$ cat src/hw/tsac_pkg.sv
// constants, types and register map of the temperature alert controller
package tsac_pkg;

    // clock and derived cycle counts
    localparam int CLK_HZ = 40_000_000;
    localparam int CYC_PER_MS = CLK_HZ / 1000;
    localparam int RATE0_MS = 4000;
    localparam int RATE1_MS = 1000;
    localparam int RATE2_MS = 250;
    localparam int RATE3_MS = 125;
    localparam int CONV_MAX_MS = 51;
    localparam int SLEEP_ENTER_MS = 120;
    localparam logic [27:0] RATE0_CYC = 28'(RATE0_MS * CYC_PER_MS);
    localparam logic [27:0] RATE1_CYC = 28'(RATE1_MS * CYC_PER_MS);
    localparam logic [27:0] RATE2_CYC = 28'(RATE2_MS * CYC_PER_MS);
    localparam logic [27:0] RATE3_CYC = 28'(RATE3_MS * CYC_PER_MS);
    localparam logic [27:0] CONV_MAX_CYC = 28'(CONV_MAX_MS * CYC_PER_MS);
    localparam logic [27:0] SLEEP_ENTER_CYC = 28'(SLEEP_ENTER_MS * CYC_PER_MS);

    // register index values
    localparam logic [1:0] ADDR_READING = 2'h0;
    localparam logic [1:0] ADDR_CONFIG = 2'h1;
    localparam logic [1:0] ADDR_LOWER = 2'h2;
    localparam logic [1:0] ADDR_UPPER = 2'h3;

    // configuration field positions
    localparam int CFG_SHOT_BIT = 15;
    localparam int CFG_RSV14_BIT = 14;
    localparam int CFG_FAULT_LSB = 11;
    localparam int CFG_SENSE_BIT = 10;
    localparam int CFG_TRIG_BIT = 9;
    localparam int CFG_SLEEP_BIT = 8;
    localparam int CFG_RATE_LSB = 6;
    localparam int CFG_FLAG_BIT = 5;

    // reset values and masks
    localparam logic [1:0] RATE_RST = 2'h2;
    localparam logic [15:0] LOWER_RST = 16'h2580;
    localparam logic [15:0] UPPER_RST = 16'h2800;
    localparam logic [15:0] LIM_MASK = 16'hFFF0;

    // writable configuration fields
    typedef struct packed {
        logic sleep;
        logic trig;
        logic sense;
        logic [1:0] fault_sel;
        logic [1:0] rate;
    } tsac_cfg_t;

    localparam tsac_cfg_t CFG_RST = '{sleep: 1'b0, trig: 1'b0, sense: 1'b0,
                                      fault_sel: 2'h0, rate: RATE_RST};

    // conversion scheduler states
    typedef enum logic [1:0] {
        ST_BOOT = 2'b11,
        ST_CONVERT = 2'b01,
        ST_STANDBY = 2'b00,
        ST_SLEEP = 2'b10
    } tsac_state_t;

endpackage : tsac_pkg

$ cat src/hw/tsac_fault_cnt.sv
// consecutive-fault run counter
`timescale 1ns/1ps
`default_nettype none
module tsac_fault_cnt (
    // clock and reset
    input wire logic ref_clk,
    input wire logic rstn,
    // one conversion result and its fault test
    input wire logic sample,
    input wire logic cond,
    input wire logic [1:0] need_sel,
    input wire logic restart,
    // run complete
    output logic hit
);
    logic [1:0] cnt_q;

    // run is complete when this sample is fault number need_sel+1
    assign hit = sample && cond && (cnt_q == need_sel);

    // count an unbroken run, drop to zero on any break
    always_ff @(posedge ref_clk) begin
        if (!rstn) begin
            cnt_q <= 2'h0;
        end else if (restart) begin
            cnt_q <= 2'h0;
        end else if (sample) begin
            if (!cond || hit) begin
                cnt_q <= 2'h0;
            end else begin
                cnt_q <= cnt_q + 2'h1;
            end
        end
    end
endmodule : tsac_fault_cnt
`default_nettype wire

$ cat src/hw/tsac_top.sv
// conversion scheduling, limit registers and alert logic of the sensor
//
// Notes on behaviour
// - configuration is one 16-bit word, moved upper byte then lower byte
// - configuration bits 4..0 and 14..13 are read-only, writes ignored
// - with sense 0 flag reads 1, drops after N highs, returns after N lows
// - output_sense picks active level of pin and flag: 0 low, 1 high
// - in comparator mode the alert pin follows the flag one clock later
// - sample_rate_sel bits 7..6 give 0.25, 1, 4 or 8 conversions per second
// - rate selection resets to four conversions per second
// - a conversion starts right after reset, result due within 51 ms
// - reading updates only at conversion end, standby in between
// - setting sleep_ctl stops continuous conversions at once, registers stay open
// - sleep settles within 120 ms, host pairs sleep with a one-shot
// - clearing sleep_ctl resumes continuous conversion at the selected rate
// - trigger_style 0 is comparator mode, 1 is interrupt mode
// - fault_count_sel needs 1, 2, 3 or 4 consecutive faulting conversions
// - one_shot in sleep runs one conversion, reads 1 meanwhile, then sleep
// - comparator: assert at reading >= upper N times, release at <= lower N times
// - interrupt: assert at reading >= upper N times, hold until any read
// - interrupt: setting sleep_ctl also clears the alert
// - interrupt: after a clear next alert is a low crossing, alternating
// - limits share reading format, bits 3..0 read 0
// - lower limit resets to 16'h2580, upper limit to 16'h2800
// - values are signed 16-bit, one step is 1/128 degree
`timescale 1ns/1ps
`default_nettype none
module tsac_top #(
    parameter logic [27:0] RATE0_CYC = tsac_pkg::RATE0_CYC,
    parameter logic [27:0] RATE1_CYC = tsac_pkg::RATE1_CYC,
    parameter logic [27:0] RATE2_CYC = tsac_pkg::RATE2_CYC,
    parameter logic [27:0] RATE3_CYC = tsac_pkg::RATE3_CYC,
    parameter logic [27:0] CONV_MAX_CYC = tsac_pkg::CONV_MAX_CYC,
    parameter logic [27:0] SLEEP_ENTER_CYC = tsac_pkg::SLEEP_ENTER_CYC
) (
    // clock and reset
    input wire logic ref_clk,
    input wire logic rstn,
    // byte port from the serial interface front end
    input wire logic xfer_start,
    input wire logic [1:0] reg_sel,
    input wire logic wr_valid,
    input wire logic [7:0] wr_byte,
    input wire logic rd_req,
    output logic [7:0] rd_byte_q,
    output logic rd_valid_q,
    // conversion path
    output logic conv_start_q,
    input wire logic conv_done,
    input wire logic [15:0] conv_result,
    // alert pin and power status
    output logic alert_q,
    output logic deep_sleep_q
);
    import tsac_pkg::*;

    logic phase_q, one_shot_q;
    logic [7:0] hi_byte_q;
    logic [15:0] rd_word_q, lower_q, upper_q, reading_q;
    tsac_cfg_t cfg_q;
    tsac_state_t state_q;
    logic [27:0] cnt_q, period_w;
    logic cmp_active_q, int_active_q, int_arm_hi_q;
    logic wr_commit_w, cfg_wr_w, sleep_set_w, mode_off_w, int_clear_w, shot_req_w;
    logic done_w, sample_w, cmp_cond_w, int_cond_w, cmp_hit_w, int_hit_w, flag_w;
    logic [15:0] wr_word_w, cfg_rd_w, rd_mux_w;

    // write assembly and decoded write side effects
    assign wr_word_w = {hi_byte_q, wr_byte};
    assign wr_commit_w = wr_valid && phase_q;
    assign cfg_wr_w = wr_commit_w && (reg_sel == ADDR_CONFIG);
    assign sleep_set_w = cfg_wr_w && wr_word_w[CFG_SLEEP_BIT] && !cfg_q.sleep;
    assign mode_off_w = cfg_wr_w && !wr_word_w[CFG_TRIG_BIT];
    assign int_clear_w = (rd_req && !phase_q) || (sleep_set_w && cfg_q.trig);
    assign shot_req_w = cfg_wr_w && wr_word_w[CFG_SHOT_BIT] && wr_word_w[CFG_SLEEP_BIT];

    // conversion end: a result, or the longest conversion time ran out
    assign done_w = (state_q == ST_CONVERT) && (conv_done || (cnt_q >= CONV_MAX_CYC));
    assign sample_w = (state_q == ST_CONVERT) && conv_done;
    // signed limit tests on the fresh result
    assign cmp_cond_w = cmp_active_q ? ($signed(conv_result) <= $signed(lower_q))
                                     : ($signed(conv_result) >= $signed(upper_q));
    assign int_cond_w = int_arm_hi_q ? ($signed(conv_result) >= $signed(upper_q))
                                     : ($signed(conv_result) < $signed(lower_q));
    // readable alert flag follows the comparator state in the selected sense
    assign flag_w = cfg_q.sense ? cmp_active_q : !cmp_active_q;
    // conversion period from the rate field
    always_comb begin
        case (cfg_q.rate)
            2'h0: period_w = RATE0_CYC;
            2'h1: period_w = RATE1_CYC;
            2'h2: period_w = RATE2_CYC;
            default: period_w = RATE3_CYC;
        endcase
    end

    // configuration read word, reserved bits fixed
    always_comb begin
        cfg_rd_w = 16'h0000;
        cfg_rd_w[CFG_SHOT_BIT] = one_shot_q;
        cfg_rd_w[CFG_RSV14_BIT] = 1'b1;
        cfg_rd_w[CFG_FAULT_LSB +: 2] = cfg_q.fault_sel;
        cfg_rd_w[CFG_SENSE_BIT] = cfg_q.sense;
        cfg_rd_w[CFG_TRIG_BIT] = cfg_q.trig;
        cfg_rd_w[CFG_SLEEP_BIT] = cfg_q.sleep;
        cfg_rd_w[CFG_RATE_LSB +: 2] = cfg_q.rate;
        cfg_rd_w[CFG_FLAG_BIT] = flag_w;
    end
    // register read select
    always_comb begin
        if (reg_sel == ADDR_READING) begin
            rd_mux_w = reading_q;
        end else if (reg_sel == ADDR_CONFIG) begin
            rd_mux_w = cfg_rd_w;
        end else if (reg_sel == ADDR_LOWER) begin
            rd_mux_w = lower_q;
        end else begin
            rd_mux_w = upper_q;
        end
    end

    // byte sequencing: upper byte first, read word captured once per pair
    always_ff @(posedge ref_clk) begin
        if (!rstn) begin
            phase_q <= 1'b0;
            hi_byte_q <= 8'h00;
            rd_word_q <= 16'h0000;
            rd_byte_q <= 8'h00;
            rd_valid_q <= 1'b0;
        end else begin
            rd_valid_q <= rd_req;
            if (xfer_start) begin
                phase_q <= 1'b0;
            end else if (wr_valid || rd_req) begin
                phase_q <= !phase_q;
            end
            if (wr_valid && !phase_q && !xfer_start) begin
                hi_byte_q <= wr_byte;
            end
            if (rd_req && !phase_q) begin
                rd_word_q <= rd_mux_w;
                rd_byte_q <= rd_mux_w[15:8];
            end else if (rd_req) begin
                rd_byte_q <= rd_word_q[7:0];
            end
        end
    end

    // configuration fields
    always_ff @(posedge ref_clk) begin
        if (!rstn) begin
            cfg_q <= CFG_RST;
        end else if (cfg_wr_w) begin
            cfg_q.sleep <= wr_word_w[CFG_SLEEP_BIT];
            cfg_q.trig <= wr_word_w[CFG_TRIG_BIT];
            cfg_q.sense <= wr_word_w[CFG_SENSE_BIT];
            cfg_q.fault_sel <= wr_word_w[CFG_FAULT_LSB +: 2];
            cfg_q.rate <= wr_word_w[CFG_RATE_LSB +: 2];
        end
    end

    // limit registers, low nibble held at zero
    always_ff @(posedge ref_clk) begin
        if (!rstn) begin
            lower_q <= LOWER_RST;
            upper_q <= UPPER_RST;
        end else if (wr_commit_w && (reg_sel == ADDR_LOWER)) begin
            lower_q <= wr_word_w & LIM_MASK;
        end else if (wr_commit_w && (reg_sel == ADDR_UPPER)) begin
            upper_q <= wr_word_w & LIM_MASK;
        end
    end

    // one-shot request, a new request wins over the end of the last one
    always_ff @(posedge ref_clk) begin
        if (!rstn) begin
            one_shot_q <= 1'b0;
        end else if (shot_req_w) begin
            one_shot_q <= 1'b1;
        end else if (done_w) begin
            one_shot_q <= 1'b0;
        end
    end

    // conversion scheduler, counter runs from each conversion start
    always_ff @(posedge ref_clk) begin
        if (!rstn) begin
            state_q <= ST_BOOT;
            cnt_q <= 28'h0000000;
            conv_start_q <= 1'b0;
        end else begin
            conv_start_q <= 1'b0;
            if (cnt_q != 28'hFFFFFFF) begin
                cnt_q <= cnt_q + 28'h0000001;
            end
            case (state_q)
                ST_BOOT: begin
                    state_q <= ST_CONVERT;
                    cnt_q <= 28'h0000000;
                    conv_start_q <= 1'b1;
                end
                ST_CONVERT: begin
                    if (cfg_q.sleep && !one_shot_q) begin
                        state_q <= ST_SLEEP;
                        cnt_q <= 28'h0000000;
                    end else if (done_w) begin
                        state_q <= cfg_q.sleep ? ST_SLEEP : ST_STANDBY;
                        if (cfg_q.sleep) begin
                            cnt_q <= 28'h0000000;
                        end
                    end
                end
                ST_STANDBY: begin
                    if (cfg_q.sleep) begin
                        state_q <= ST_SLEEP;
                        cnt_q <= 28'h0000000;
                    end else if (cnt_q >= period_w - 28'h0000001) begin
                        state_q <= ST_CONVERT;
                        cnt_q <= 28'h0000000;
                        conv_start_q <= 1'b1;
                    end
                end
                ST_SLEEP: begin
                    if (one_shot_q || !cfg_q.sleep) begin
                        state_q <= ST_CONVERT;
                        cnt_q <= 28'h0000000;
                        conv_start_q <= 1'b1;
                    end
                end
                default: begin
                    state_q <= ST_BOOT;
                end
            endcase
        end
    end
    // power status: sleep counted as settled after the entry time
    always_ff @(posedge ref_clk) begin
        if (!rstn) begin
            deep_sleep_q <= 1'b0;
        end else begin
            deep_sleep_q <= (state_q == ST_SLEEP) && (cnt_q >= SLEEP_ENTER_CYC);
        end
    end
    // result register, zero until the first conversion ends
    always_ff @(posedge ref_clk) begin
        if (!rstn) begin
            reading_q <= 16'h0000;
        end else if (sample_w) begin
            reading_q <= conv_result;
        end
    end

    // consecutive-fault runs for comparator and interrupt paths
    tsac_fault_cnt u_cmp_run (
        .ref_clk(ref_clk),
        .rstn(rstn),
        .sample(sample_w),
        .cond(cmp_cond_w),
        .need_sel(cfg_q.fault_sel),
        .restart(1'b0),
        .hit(cmp_hit_w)
    );

    tsac_fault_cnt u_int_run (
        .ref_clk(ref_clk),
        .rstn(rstn),
        .sample(sample_w && !int_active_q),
        .cond(int_cond_w),
        .need_sel(cfg_q.fault_sel),
        .restart(!cfg_q.trig),
        .hit(int_hit_w)
    );

    // comparator state toggles at the end of each run
    always_ff @(posedge ref_clk) begin
        if (!rstn) begin
            cmp_active_q <= 1'b0;
        end else if (cmp_hit_w) begin
            cmp_active_q <= !cmp_active_q;
        end
    end

    // interrupt state: set wins over a clear in the same cycle
    always_ff @(posedge ref_clk) begin
        if (!rstn) begin
            int_active_q <= 1'b0;
            int_arm_hi_q <= 1'b1;
        end else if (!cfg_q.trig || mode_off_w) begin
            int_active_q <= 1'b0;
            int_arm_hi_q <= 1'b1;
        end else if (int_hit_w) begin
            int_active_q <= 1'b1;
            int_arm_hi_q <= !int_arm_hi_q;
        end else if (int_clear_w) begin
            int_active_q <= 1'b0;
        end
    end

    // alert pin: mode selects the source, sense the level
    always_ff @(posedge ref_clk) begin
        if (!rstn) begin
            alert_q <= 1'b1;
        end else if (cfg_q.trig) begin
            alert_q <= cfg_q.sense ? int_active_q : !int_active_q;
        end else begin
            alert_q <= flag_w;
        end
    end
endmodule : tsac_top
`default_nettype wire

$ cat config.mk
export PLATFORM = sky130hd
export DESIGN_NAME = tsac_top
export DESIGN_NICKNAME = d
export VERILOG_FILES = /design/src/hw/tsac_pkg.sv /design/src/hw/tsac_fault_cnt.sv /design/src/hw/tsac_top.sv
export SDC_FILE = /design/constraint.sdc
export NUM_CORES = 1
export LEC_CHECK = 0
export BUFFER_PORTS_ARGS = -buffer_cell sky130_fd_sc_hd__buf_2
export CORE_MARGIN = 2
export CORE_UTILIZATION = 55
export DETAILED_ROUTE_END_ITERATION = 12
export PLACE_DENSITY_LB_ADDON = 0.2
export SLEW_MARGIN = 20
export SYNTH_ARGS = -nofsm -noshare
export SYNTH_HDL_FRONTEND = slang
export SYNTH_SLANG_ARGS = --single-unit
export TNS_END_PERCENT = 100
$ cat constraint.sdc
create_clock -name ref_clk -period 2.9 [get_ports ref_clk]
set_input_delay 0.725 -clock ref_clk [delete_from_list [all_inputs] [get_ports ref_clk]]
set_output_delay 0.725 -clock ref_clk [all_outputs]
set_load 0.02 [all_outputs]
==> results by group, run 1 <==
Place
  – Placed Instances: 934
  – IO buf count: 43
  – Post-detail-place hpwl: 12600 um
  – Placement Cell Area: 6790 sq um
  – GPL Wtd Cong: 0.908

Global routing
  – Vias in the first global route: 5495
  – Most used routing layer: met2
  – Met1 GRT Util: 39.1%
  – Largest net degree at the start of global routing: 29
  – Met3 usage: 7.35%
  – First-pass GRT wire length: 28000 um
  – GR Util met2: 42.5%
  – Initial antenna violation count: 0
  – Total track usage: 28.4%
  – Grt ovf: 0

Floorplanning
  – Top Ports: 44
  – Core area: 11400 sq um
  – Row count: 39
  – Initial Util: 56.0%
  – Die extent in x: 112 um
  – Die Area: 12400 sq um
  – Die height: 112 um

Drt
  – Total Wirelength: 17400 um
  – DRT iter0 DRCs: 513
  – Via count: 5917
  – Vias per std cell: 6.13
  – DR WL/cell: 18.1 um
  – DRT Pass-1 Iters: 5
  – # DRC: 0
  – Routed Antenna Nets: 0

Cells and area
  – Design area: 7460 sq um
  – Final net count: 898
  – Post-Layout Cell Count: 966
  – Share of post-route cells with drive strength above 1: 13.6%
  – Multi-input gate area: 3790 sq um
  – P&R area growth vs syn: 17.2%
  – N_diodes: 0
  – Reg area: 2280 sq um
  – Fillers: 926

Clock tree
  – CTS tree: done
  – Clock Latency Late Sink: 420 ps
  – Maximum buffer depth of the clock tree: 2
  – H-Tree Depth: 4
  – Clock-pin slew on the worst setup and hold paths: 60 ps
  – CTS Root Cell: clkbuf_16
  – Hold_buf cts: 0
  – Sink Count: 114
  – CTS buffer count: 17

Logic synthesis
  – Flop and latch count out of synthesis: 114
  – Cells after synthesis: 763
  – Post-Syn Area per Cell: 8.34 sq um
  – Synth Flop Type: dfxtp_1
  – Post-synth EDFFs: 0
  – Synth cell types: 64
  – Post-synth ARST share: 0%
  – Syn nets: 851
  – Synth warn: 0
  – Post-synthesis cell area: 6360 sq um
  – Sequential element share of the synthesized area: 35.9%

Setup path
  – Cells along the critical path: buf_4 -> ha_1 -> xnor2_1 -> inv_1 -> ha_1 -> nand2_1 -> o21ai_0 -> a21oi_1 -> o311ai_1 -> a211o_1 -> buf_12 -> a21oi_1
  – Crit path kind: flop to flop
  – WP data arrival: 2980 ps
  – Slowest CP cell: o311ai_1
  – Maximum fanout along the worst path: 28
  – CP peak stage delay: 420 ps
  – CP Capture Type: flop
  – CP required: 3170 ps
  – Crit start category: flop

Timing
  – Final hold vios: 0
  – Post-Route Setup TNS: 0 ps
  – Final worst path period need: 2700 ps
  – Max Slew Vio Count: 0
  – Fmax: 0.370 GHz
  – Unrepaired setup endpoints after global routing: no
  – Final setup viols: 0
  – Crit share post-route: 93.3%
  – Max Clock Skew: 5.07 ps
  – Max_slew headroom: 49.8%
  – Slew of the pin with the lowest slew margin: 752 ps

Pwr
  – P per Cell Area: 583 nW/um^2
  – Leak: 0.00296 uW
  – VDD IR max: 0.423 mV

Hold path
  – Worst Hold Class: flop to flop

Outcome
  – Outcome: complete, no violations

Run
  – Maxcap violations: 0
[cells in the mapped netlist (14+ instances only)]
master      n  area, sq um
mux2i_1    21          210
dfxtp_1   114         2280
clkbuf_1   27          101
ha_1       56          701
o21ai_0    21          105
inv_1      42          158
xnor2_1    18          158
a21oi_1    95          475
nand2_1   125          469
nand4_1    14         87.6
nor2_1     48          180
nand3_1    20          100
[critical path, delay by kind of cell (launching register included)]
kind | cells | cell delay, ps
flip-flops | 1 | 330
AO/OA/AOI/OAI | 5 | 1000
AND/OR/NAND/NOR | 1 | 70
buffers and inverters | 3 | 410
XOR/XNOR | 1 | 230
adder cells (fa/ha/maj) | 2 | 500
[power breakdown]
| part | internal (uW) | switching [uW] |
|---|---|---|
| combinational | 132 | 213 |
| clock | 1620 | 746 |
| sequential | 1610 | 34.2 |
| total | 3360 | 993 |
[cells in the final DEF (no fill, tap or decap), types with 3 or more instances in the layout]
master and instances:
ha_1 56, nor2b_1 11, clkinvlp_4 3, mux4_2 9
nor2_1 48, clkbuf_8 4, a31oi_1 4, nand2_1 125
a21oi_1 94, xnor2_1 18, a21o_1 7, and4_1 4
mux2i_1 21, clkbuf_16 17, dfxtp_1 114, or4_1 4
or3_1 4, buf_4 20, a211oi_1 12, o211ai_1 10
xor2_1 10, nand4_1 14, bufinv_16 5, nand2b_1 4
nor3_1 12, and3_1 7, nor4_1 6, a22oi_1 6
clkbuf_1 3, a211o_1 4, buf_2 43, nand3_1 20
o21ai_0 21, inv_1 42
[worst paths after layout]
path / startpoint / end / slack [ps] / depth (start not counted)
worst max-delay path: cfg_q[1] / cnt_q[3] / 200 / 12
worst min-delay path: rd_word_q[7] / rd_word_q[7] / 450 / 2
worst max register to register: cfg_q[1] / cnt_q[3] / 200 / 12
worst min register to register: rd_word_q[7] / rd_word_q[7] / 450 / 2
[metal layers]
layer / up-vias / wire (um)
met5: - / 0
met4: 0 / 418
met3: 37 / 1500
met2: 270 / 7730
met1: 2817 / 7800
li1: 2793 / -
[cell type report]
cell class | instances | area share [%]
multi-input cells | 570 | 50.8
clock inverters | 8 | 2.31
clock buffers | 24 | 6.59
flip-flops and latches | 114 | 30.6
repair buffers | 64 | 5.17
well taps | 143 | 2.40
inverters | 43 | 2.16
[through the flow]
step                      total power [uW]  hold slack, ps  util, %  setup WS [ps]
final                                 4350             452     65.6            195
after global routing                  4460             470     65.6           92.5
after CTS                             4360             455     65.5           92.1
after detailed placement              2010             447     59.7            127
after global placement                2000             439     59.7            265
after floorplan                       1890             433        -            169
[logic make-up (layout without fill, tap and decap cells)]
| group | count (synthesis) | after routing | synth area share [%] |
|---|---|---|---|
| other cells | 1 | 1 | 0.0589 |
| simple gates | 274 | 274 | 20.5 |
| xor+xnor | 29 | 29 | 4.11 |
| flops | 114 | 114 | 35.9 |
| fa+ha+maj | 56 | 56 | 11.0 |
| buf+inv | 79 | 139 | 4.88 |
| mux | 31 | 31 | 6.67 |
| compound gates | 179 | 179 | 16.9 |
[registers in the layout (all words and copies together), names as in the netlist]
signal           flops
cnt_q               28
reading_q           16
lower_q             12
upper_q             12
hi_byte_q            8
rd_byte_q            8
rd_word_q            8
cfg_q                7
state_q              2
u_cmp_run.cnt_q      2
u_int_run.cnt_q      2
alert_q              1
cmp_active_q         1
conv_start_q         1
deep_sleep_q         1
int_active_q         1
int_arm_hi_q         1
one_shot_q           1
phase_q              1
rd_valid_q           1
[repair_timing]
item                                    4_1_cts  5_1_grt
resized for setup                             0        1
endpoints found under the setup margin        0       27
buffers inserted                              0        0
(Power assumes the default switching activity.)
==> run 2, diff against run 1 <==
--- a/config.mk
+++ b/config.mk
@@ -9,7 +9,7 @@
 export CORE_MARGIN = 2
 export CORE_UTILIZATION = 55
 export DETAILED_ROUTE_END_ITERATION = 12
-export PLACE_DENSITY_LB_ADDON = 0.2
+export PLACE_DENSITY = 0.77
 export SLEW_MARGIN = 20
 export SYNTH_ARGS = -nofsm -noshare
 export SYNTH_HDL_FRONTEND = slang
==> results by group, run 2 (synthesized netlist as in run 1, its figures left out) <==
Drt
  – # DRC: 0 (unchanged)
  – Vias per std cell: 6.06 (-1.1%)
  – Via count: 5818 (-1.7%)
  – DRT iter0 DRCs: 601 (+17%)
  – Total Wirelength: 16900 um (-3.3%)
  – DRT Pass-1 Iters: 5 (unchanged)
  – DR WL/cell: 17.6 um (-2.7%)
  – Routed Antenna Nets: 0 (unchanged)

Setup path
  – Cells along the critical path: inv_1 -> ha_1 -> xnor2_1 -> inv_1 -> ha_1 -> nand2_1 -> o21ai_0 -> a21oi_1 -> o311ai_1 -> a211o_1 -> buf_12 -> a22oi_1
  – R2R Path End: cnt_q[25]
  – Maximum fanout along the worst path: 28 (unchanged)
  – Crit path kind: flop to flop
  – CP required: 3170 ps (about the same)
  – Reg2reg setup slack: 270 ps (+70 ps)
  – CP Capture Type: flop
  – CP bufs+invs: 3 (unchanged)
  – Crit start category: flop
  – Critical path depth: 12 (unchanged)
  – Largest delay share family, worst path: compound AO/OA/AOI/OAI gates
  – Reg-to-Reg Start: cfg_q[1]
  – CP peak stage delay: 390 ps (-30 ps)
  – FF-to-FF path depth: 12 (unchanged)
  – Slowest CP cell: dfxtp_2
  – WP data arrival: 2910 ps (-70 ps)

Clock tree
  – Clock-pin slew on the worst setup and hold paths: 50 ps (about the same)
  – Clock Latency Late Sink: 420 ps (about the same)
  – CTS Root Cell: clkbuf_16
  – CTS tree: done
  – H-Tree Depth: 4 (unchanged)
  – Sink Count: 114 (unchanged)
  – Postcts setup bufs: 0 (unchanged)
  – CTS buffer count: 17 (unchanged)
  – Maximum buffer depth of the clock tree: 2 (unchanged)

Pwr
  – Leak: 0.00290 uW (-2.2%)
  – Sequential cell fraction of total power: 41.3% (+3.5 points)
  – Overall power: 3990 uW (-8.3%)
  – VDD IR max: 0.469 mV (+11%)
  – Pint: 3020 uW (-10%)
  – P per Cell Area: 545 nW/um^2 (-6.5%)
  – Psw: 970 uW (-2.3%)
  – Combinational share of power: 8.6% (+0.7 points)
  – Sw frac: 24.3% (+1.5 points)
  – Clock Power Share: 50.1% (-4.2 points)

Timing
  – Max Clock Skew: 8.05 ps (+2.98 ps)
  – Worst hold margin: 456 ps (+3.43 ps)
  – Worst setup margin: 267 ps (+71.2 ps)
  – Final hold vios: 0 (unchanged)
  – Crit share post-route: 90.8% (-2.5 points)
  – Final setup viols: 0 (unchanged)
  – Max Slew Vio Count: 0 (unchanged)
  – Unrepaired setup endpoints after global routing: no
  – Slew of the pin with the lowest slew margin: 717 ps (-34.8 ps)
  – Final worst path period need: 2630 ps (-71.2 ps)
  – Max_slew headroom: 52.1% (+2.4 points)
  – Fmax: 0.380 GHz (+2.7%)
  – Post-Route Setup TNS: 0 ps (unchanged)

Global routing
  – Largest net degree at the start of global routing: 41 (+41%)
  – Grt ovf: 0 (unchanged)
  – Total track usage: 27.9% (-0.42 points)
  – Initial antenna violation count: 0 (unchanged)
  – Vias in the first global route: 5651 (+2.8%)
  – First-pass GRT wire length: 28000 um (about the same)

Cells and area
  – Max FFs per register: 28 (unchanged)
  – N_diodes: 0 (unchanged)
  – Commonest non-fill, non-tap cells in the layout: 125 x nand2_1, 113 x dfxtp_1, 94 x a21oi_1
  – Final net count: 892 (-0.67%)
  – P&R area growth vs syn: 15.0%
  – Biggest regs: cnt_q: 28 flops, reading_q: 16 flops
  – Share of post-route cells with drive strength above 1: 13.0% (-0.63 points)
  – Biggest register: cnt_q
  – Most common cell after layout, fill and taps aside: nand2_1

Hold path
  – WHS Endpoint: reading_q[15]
  – Worst Min Path Start: reading_q[15]
  – Hold depth: 2 (unchanged)
  – Worst Hold Class: flop to flop

Place
  – GPL Wtd Cong: 0.956 (+5.3%)
  – Pre-CTS setup slack: 42.9 ps (-83.8 ps)
  – IO buf count: 43 (unchanged)
  – Post-detail-place hpwl: 12200 um (-3.2%)

Floorplanning
  – Die height: 112 um (unchanged)
  – Die Area: 12400 sq um (unchanged)
  – Row count: 39 (unchanged)
  – Initial Util: 56.0% (unchanged)
  – Top Ports: 44 (unchanged)
  – Core area: 11400 sq um (unchanged)
  – Die extent in x: 112 um (unchanged)

Run
  – Maxcap violations: 0 (unchanged)

Outcome
  – Outcome: complete, no violations
run 2: cell types whose count changed in the layout (fill, tap and decap cells not counted):
cell        delta
clkinvlp_4     -2
clkinv_2       +5
clkbuf_8       -3
buf_4          -6
bufinv_16      -3
clkinv_4       +2
dfxtp_1        -1
dfxtp_2        +1
clkbuf_1       +1
run 2: worst min-delay path, cell delays in order (launching register included):
cell	delay, ps
dfxtp_1	310
nand2_1	50
a21oi_1	50
run 2: worst max-delay path by stage:
| stage | startpoint | end | slack [ps] |
|---|---|---|---|
| finish | cfg_q[1] | cnt_q[25] | 270 |
| global placement | cfg_q[1] | cnt_q[25] | 210 |
| detailed placement | cfg_q[1] | cnt_q[25] | 40 |
| CTS | cfg_q[1] | cnt_q[25] | 20 |
| floorplan | cfg_q[0] | cnt_q[0] | 170 |
| global route | cfg_q[1] | cnt_q[25] | 20 |
run 2: per-stage QoR:
stage,area [sq um],util [%],cells
floorplan,6360,-,763
global placement,6740,59.3,928
detailed placement,6740,59.3,928
CTS,7310,64.3,960
global route,7320,64.3,960
finish,7320,64.3,960
run 2: power by group through the flow:
stage	logic, uW	registers [uW]	clock network [uW]
floorplan	212	1680	0
detailed placement	333	1680	0
global placement	321	1680	0
global route	378	1650	2090
CTS	336	1650	2020
finish	342	1650	2000
run 2: routing by layer:
layer	up-vias	track usage, %	part of all wire, %
met5	-	0	0
met3	37	6.53	9.3
met4	0	10.4	2.3
met2	273	45.0	47
li1	2779	-	-
met1	2729	36.8	42
run 2: layout make-up:
class / instances / area, sq um
well taps: 143 / 179
repair buffers: 58 / 340
multi-input cells: 570 / 3790
clock inverters: 10 / 110
inverters: 43 / 161
fillers: 904 / 4050
clock buffers: 22 / 454
flip-flops and latches: 114 / 2280
run 2: repair_timing:
item	4_1_cts	5_1_grt
endpoints found under the setup margin	0	28
hold buffers	0	0
resized for setup	0	3
==> run 3, diff against run 2 <==
--- a/config.mk
+++ b/config.mk
@@ -9,7 +9,7 @@
 export CORE_MARGIN = 2
 export CORE_UTILIZATION = 55
 export DETAILED_ROUTE_END_ITERATION = 12
-export PLACE_DENSITY = 0.77
+export PLACE_DENSITY = 0.73
 export SLEW_MARGIN = 20
 export SYNTH_ARGS = -nofsm -noshare
 export SYNTH_HDL_FRONTEND = slang
==> results by group, run 3 (synthesized netlist as in run 1, its figures left out) <==
Timing
  – Final worst path period need: 2700 ps (+67.5 ps)
  – Max Clock Skew: 8.54 ps (+0.485 ps)
  – Slew of the pin with the lowest slew margin: 780 ps (+63.3 ps)
  – Max_slew headroom: 47.9% (-4.2 points)
  – Fmax: 0.370 GHz (-2.5%)
  – Worst setup margin: 199 ps (-67.5 ps)
  – Max Slew Vio Count: 0 (unchanged)
  – Crit share post-route: 93.1% (+2.3 points)
  – Post-Route Setup TNS: 0 ps (unchanged)
  – Unrepaired setup endpoints after global routing: no
  – Final hold vios: 0 (unchanged)
  – Final setup viols: 0 (unchanged)

Clock tree
  – Maximum buffer depth of the clock tree: 2 (unchanged)
  – Clock-pin slew on the worst setup and hold paths: 50 ps (about the same)
  – CTS tree: done
  – Sink Count: 114 (unchanged)
  – Hold_buf cts: 0 (unchanged)
  – CTS buffer count: 17 (unchanged)
  – CTS Root Cell: clkbuf_16
  – Clock Latency Late Sink: 430 ps (about the same)
  – H-Tree Depth: 4 (unchanged)

Outcome
  – Outcome: complete, no violations

Cells and area
  – Biggest register: cnt_q
  – Final net count: 896 (+0.45%)
  – Design area: 7350 sq um (+0.41%)
  – Biggest regs: cnt_q: 28 flops, reading_q: 16 flops
  – Most common cell after layout, fill and taps aside: nand2_1
  – Fillers: 971 (+7.4%)
  – Max FFs per register: 28 (unchanged)
  – P&R area growth vs syn: 15.4%
  – Share of post-route cells with drive strength above 1: 13.3% (+0.32 points)
  – Commonest non-fill, non-tap cells in the layout: 125 x nand2_1, 114 x dfxtp_1, 94 x a21oi_1

Global routing
  – Largest net degree at the start of global routing: 46 (+12%)
  – Vias in the first global route: 5672 (+0.37%)
  – Total track usage: 28.0% (+0.034 points)
  – Initial antenna violation count: 1 (+1)
  – Grt ovf: 0 (unchanged)
  – First-pass GRT wire length: 27500 um (-1.9%)

Floorplanning
  – Die height: 112 um (unchanged)
  – Die Area: 12400 sq um (unchanged)
  – Core area: 11400 sq um (unchanged)
  – Die extent in x: 112 um (unchanged)
  – Top Ports: 44 (unchanged)
  – Initial Util: 56.0% (unchanged)
  – Row count: 39 (unchanged)

Setup path
  – Largest delay share family, worst path: compound AO/OA/AOI/OAI gates
  – CP Capture Type: flop
  – Cells along the critical path: inv_1 -> ha_2 -> xnor2_2 -> inv_1 -> ha_1 -> a21oi_1 -> o21ai_0 -> a21oi_1 -> o311ai_1 -> buf_4 -> a211o_1 -> buf_12 -> a22oi_1
  – Reg2reg setup slack: 200 ps (-70 ps)
  – WP data arrival: 3050 ps (+140 ps)
  – Slowest CP cell: dfxtp_1
  – CP required: 3250 ps (+80 ps)
  – Crit start category: flop
  – Crit path kind: flop to flop
  – Maximum fanout along the worst path: 28 (unchanged)
  – CP peak stage delay: 380 ps (about the same)
  – CP bufs+invs: 4 (+1)

Pwr
  – VDD IR max: 0.566 mV (+21%)
  – Overall power: 3980 uW (-0.23%)
  – P per Cell Area: 542 nW/um^2 (-0.64%)
  – Leak: 0.00292 uW (+0.69%)

Drt
  – Routed Antenna Nets: 0 (unchanged)
  – # DRC: 0 (unchanged)
  – Vias per std cell: 6.04 (-0.38%)
  – DRT iter0 DRCs: 440 (-27%)
  – Total Wirelength: 16700 um (-0.79%)
  – DRT Pass-1 Iters: 5 (unchanged)
  – Via count: 5820 (+0.034%)
  – DR WL/cell: 17.4 um (-1.2%)

Place
  – Pre-CTS setup slack: 174 ps (+131 ps)
  – Post-detail-place hpwl: 11900 um (-2.1%)
  – GPL Wtd Cong: 0.908 (-5.1%)
  – Placement Cell Area: 6770 sq um (+0.45%)
  – IO buf count: 43 (unchanged)

Hold path
  – Worst Hold Class: flop to flop

Run
  – Maxcap violations: 0 (unchanged)
[run 3: path summary, 6_finish.rpt]
check             depth (start not counted)         start            to
setup / recovery                         13      cfg_q[1]     cnt_q[25]
hold / removal                            2  reading_q[5]  reading_q[5]
setup reg to reg                         13      cfg_q[1]     cnt_q[25]
hold reg to reg                           2  reading_q[5]  reading_q[5]
[run 3: worst min-delay path, stage by stage (launching register included)]
cell	delay [ps]
dfxtp_1	310
nand2_1	50
a21oi_1	50
[run 3: layout make-up]
class | count | area, sq um | share of cell area [%]
tap | 143 | 179 | 2.44
antenna | 1 | 2.50 | 0.0341
clock inverter | 4 | 47.5 | 0.647
timing repair buffer | 62 | 370 | 5.04
inverter | 43 | 161 | 2.20
sequential | 114 | 2280 | 31.1
multi-input combinational | 570 | 3790 | 51.6
clock buffer | 27 | 513 | 6.98
[run 3: layer usage]
metal | vias up | GRT usage, % | routed length [um]
li1 | 2802 | - | -
met4 | 0 | 11.2 | 310
met3 | 28 | 7.02 | 1120
met2 | 193 | 42.9 | 7550
met1 | 2797 | 38.1 | 7750
met5 | - | 0 | 0
[run 3: metrics by stage]
step,utilization (%),instances,hold slack [ps]
floorplan,-,763,433
global placement,59.6,932,439
detailed placement,59.6,932,447
CTS,64.5,963,455
global route,64.6,964,480
finish,64.6,964,457
[run 3: timing repair]
action / CTS / global route
setup endpoints to repair: 0 / 28
resized for setup: 0 / 3
hold endpoints to repair: 0 / 0
buffers inserted: 0 / 0
[run 3: where the power goes]
| part | leakage (uW) | internal, uW | switching (uW) |
|---|---|---|---|
| clock network | 0.000273 | 1280 | 712 |
| registers | 0.000926 | 1610 | 31.0 |
| logic | 0.00172 | 133 | 212 |
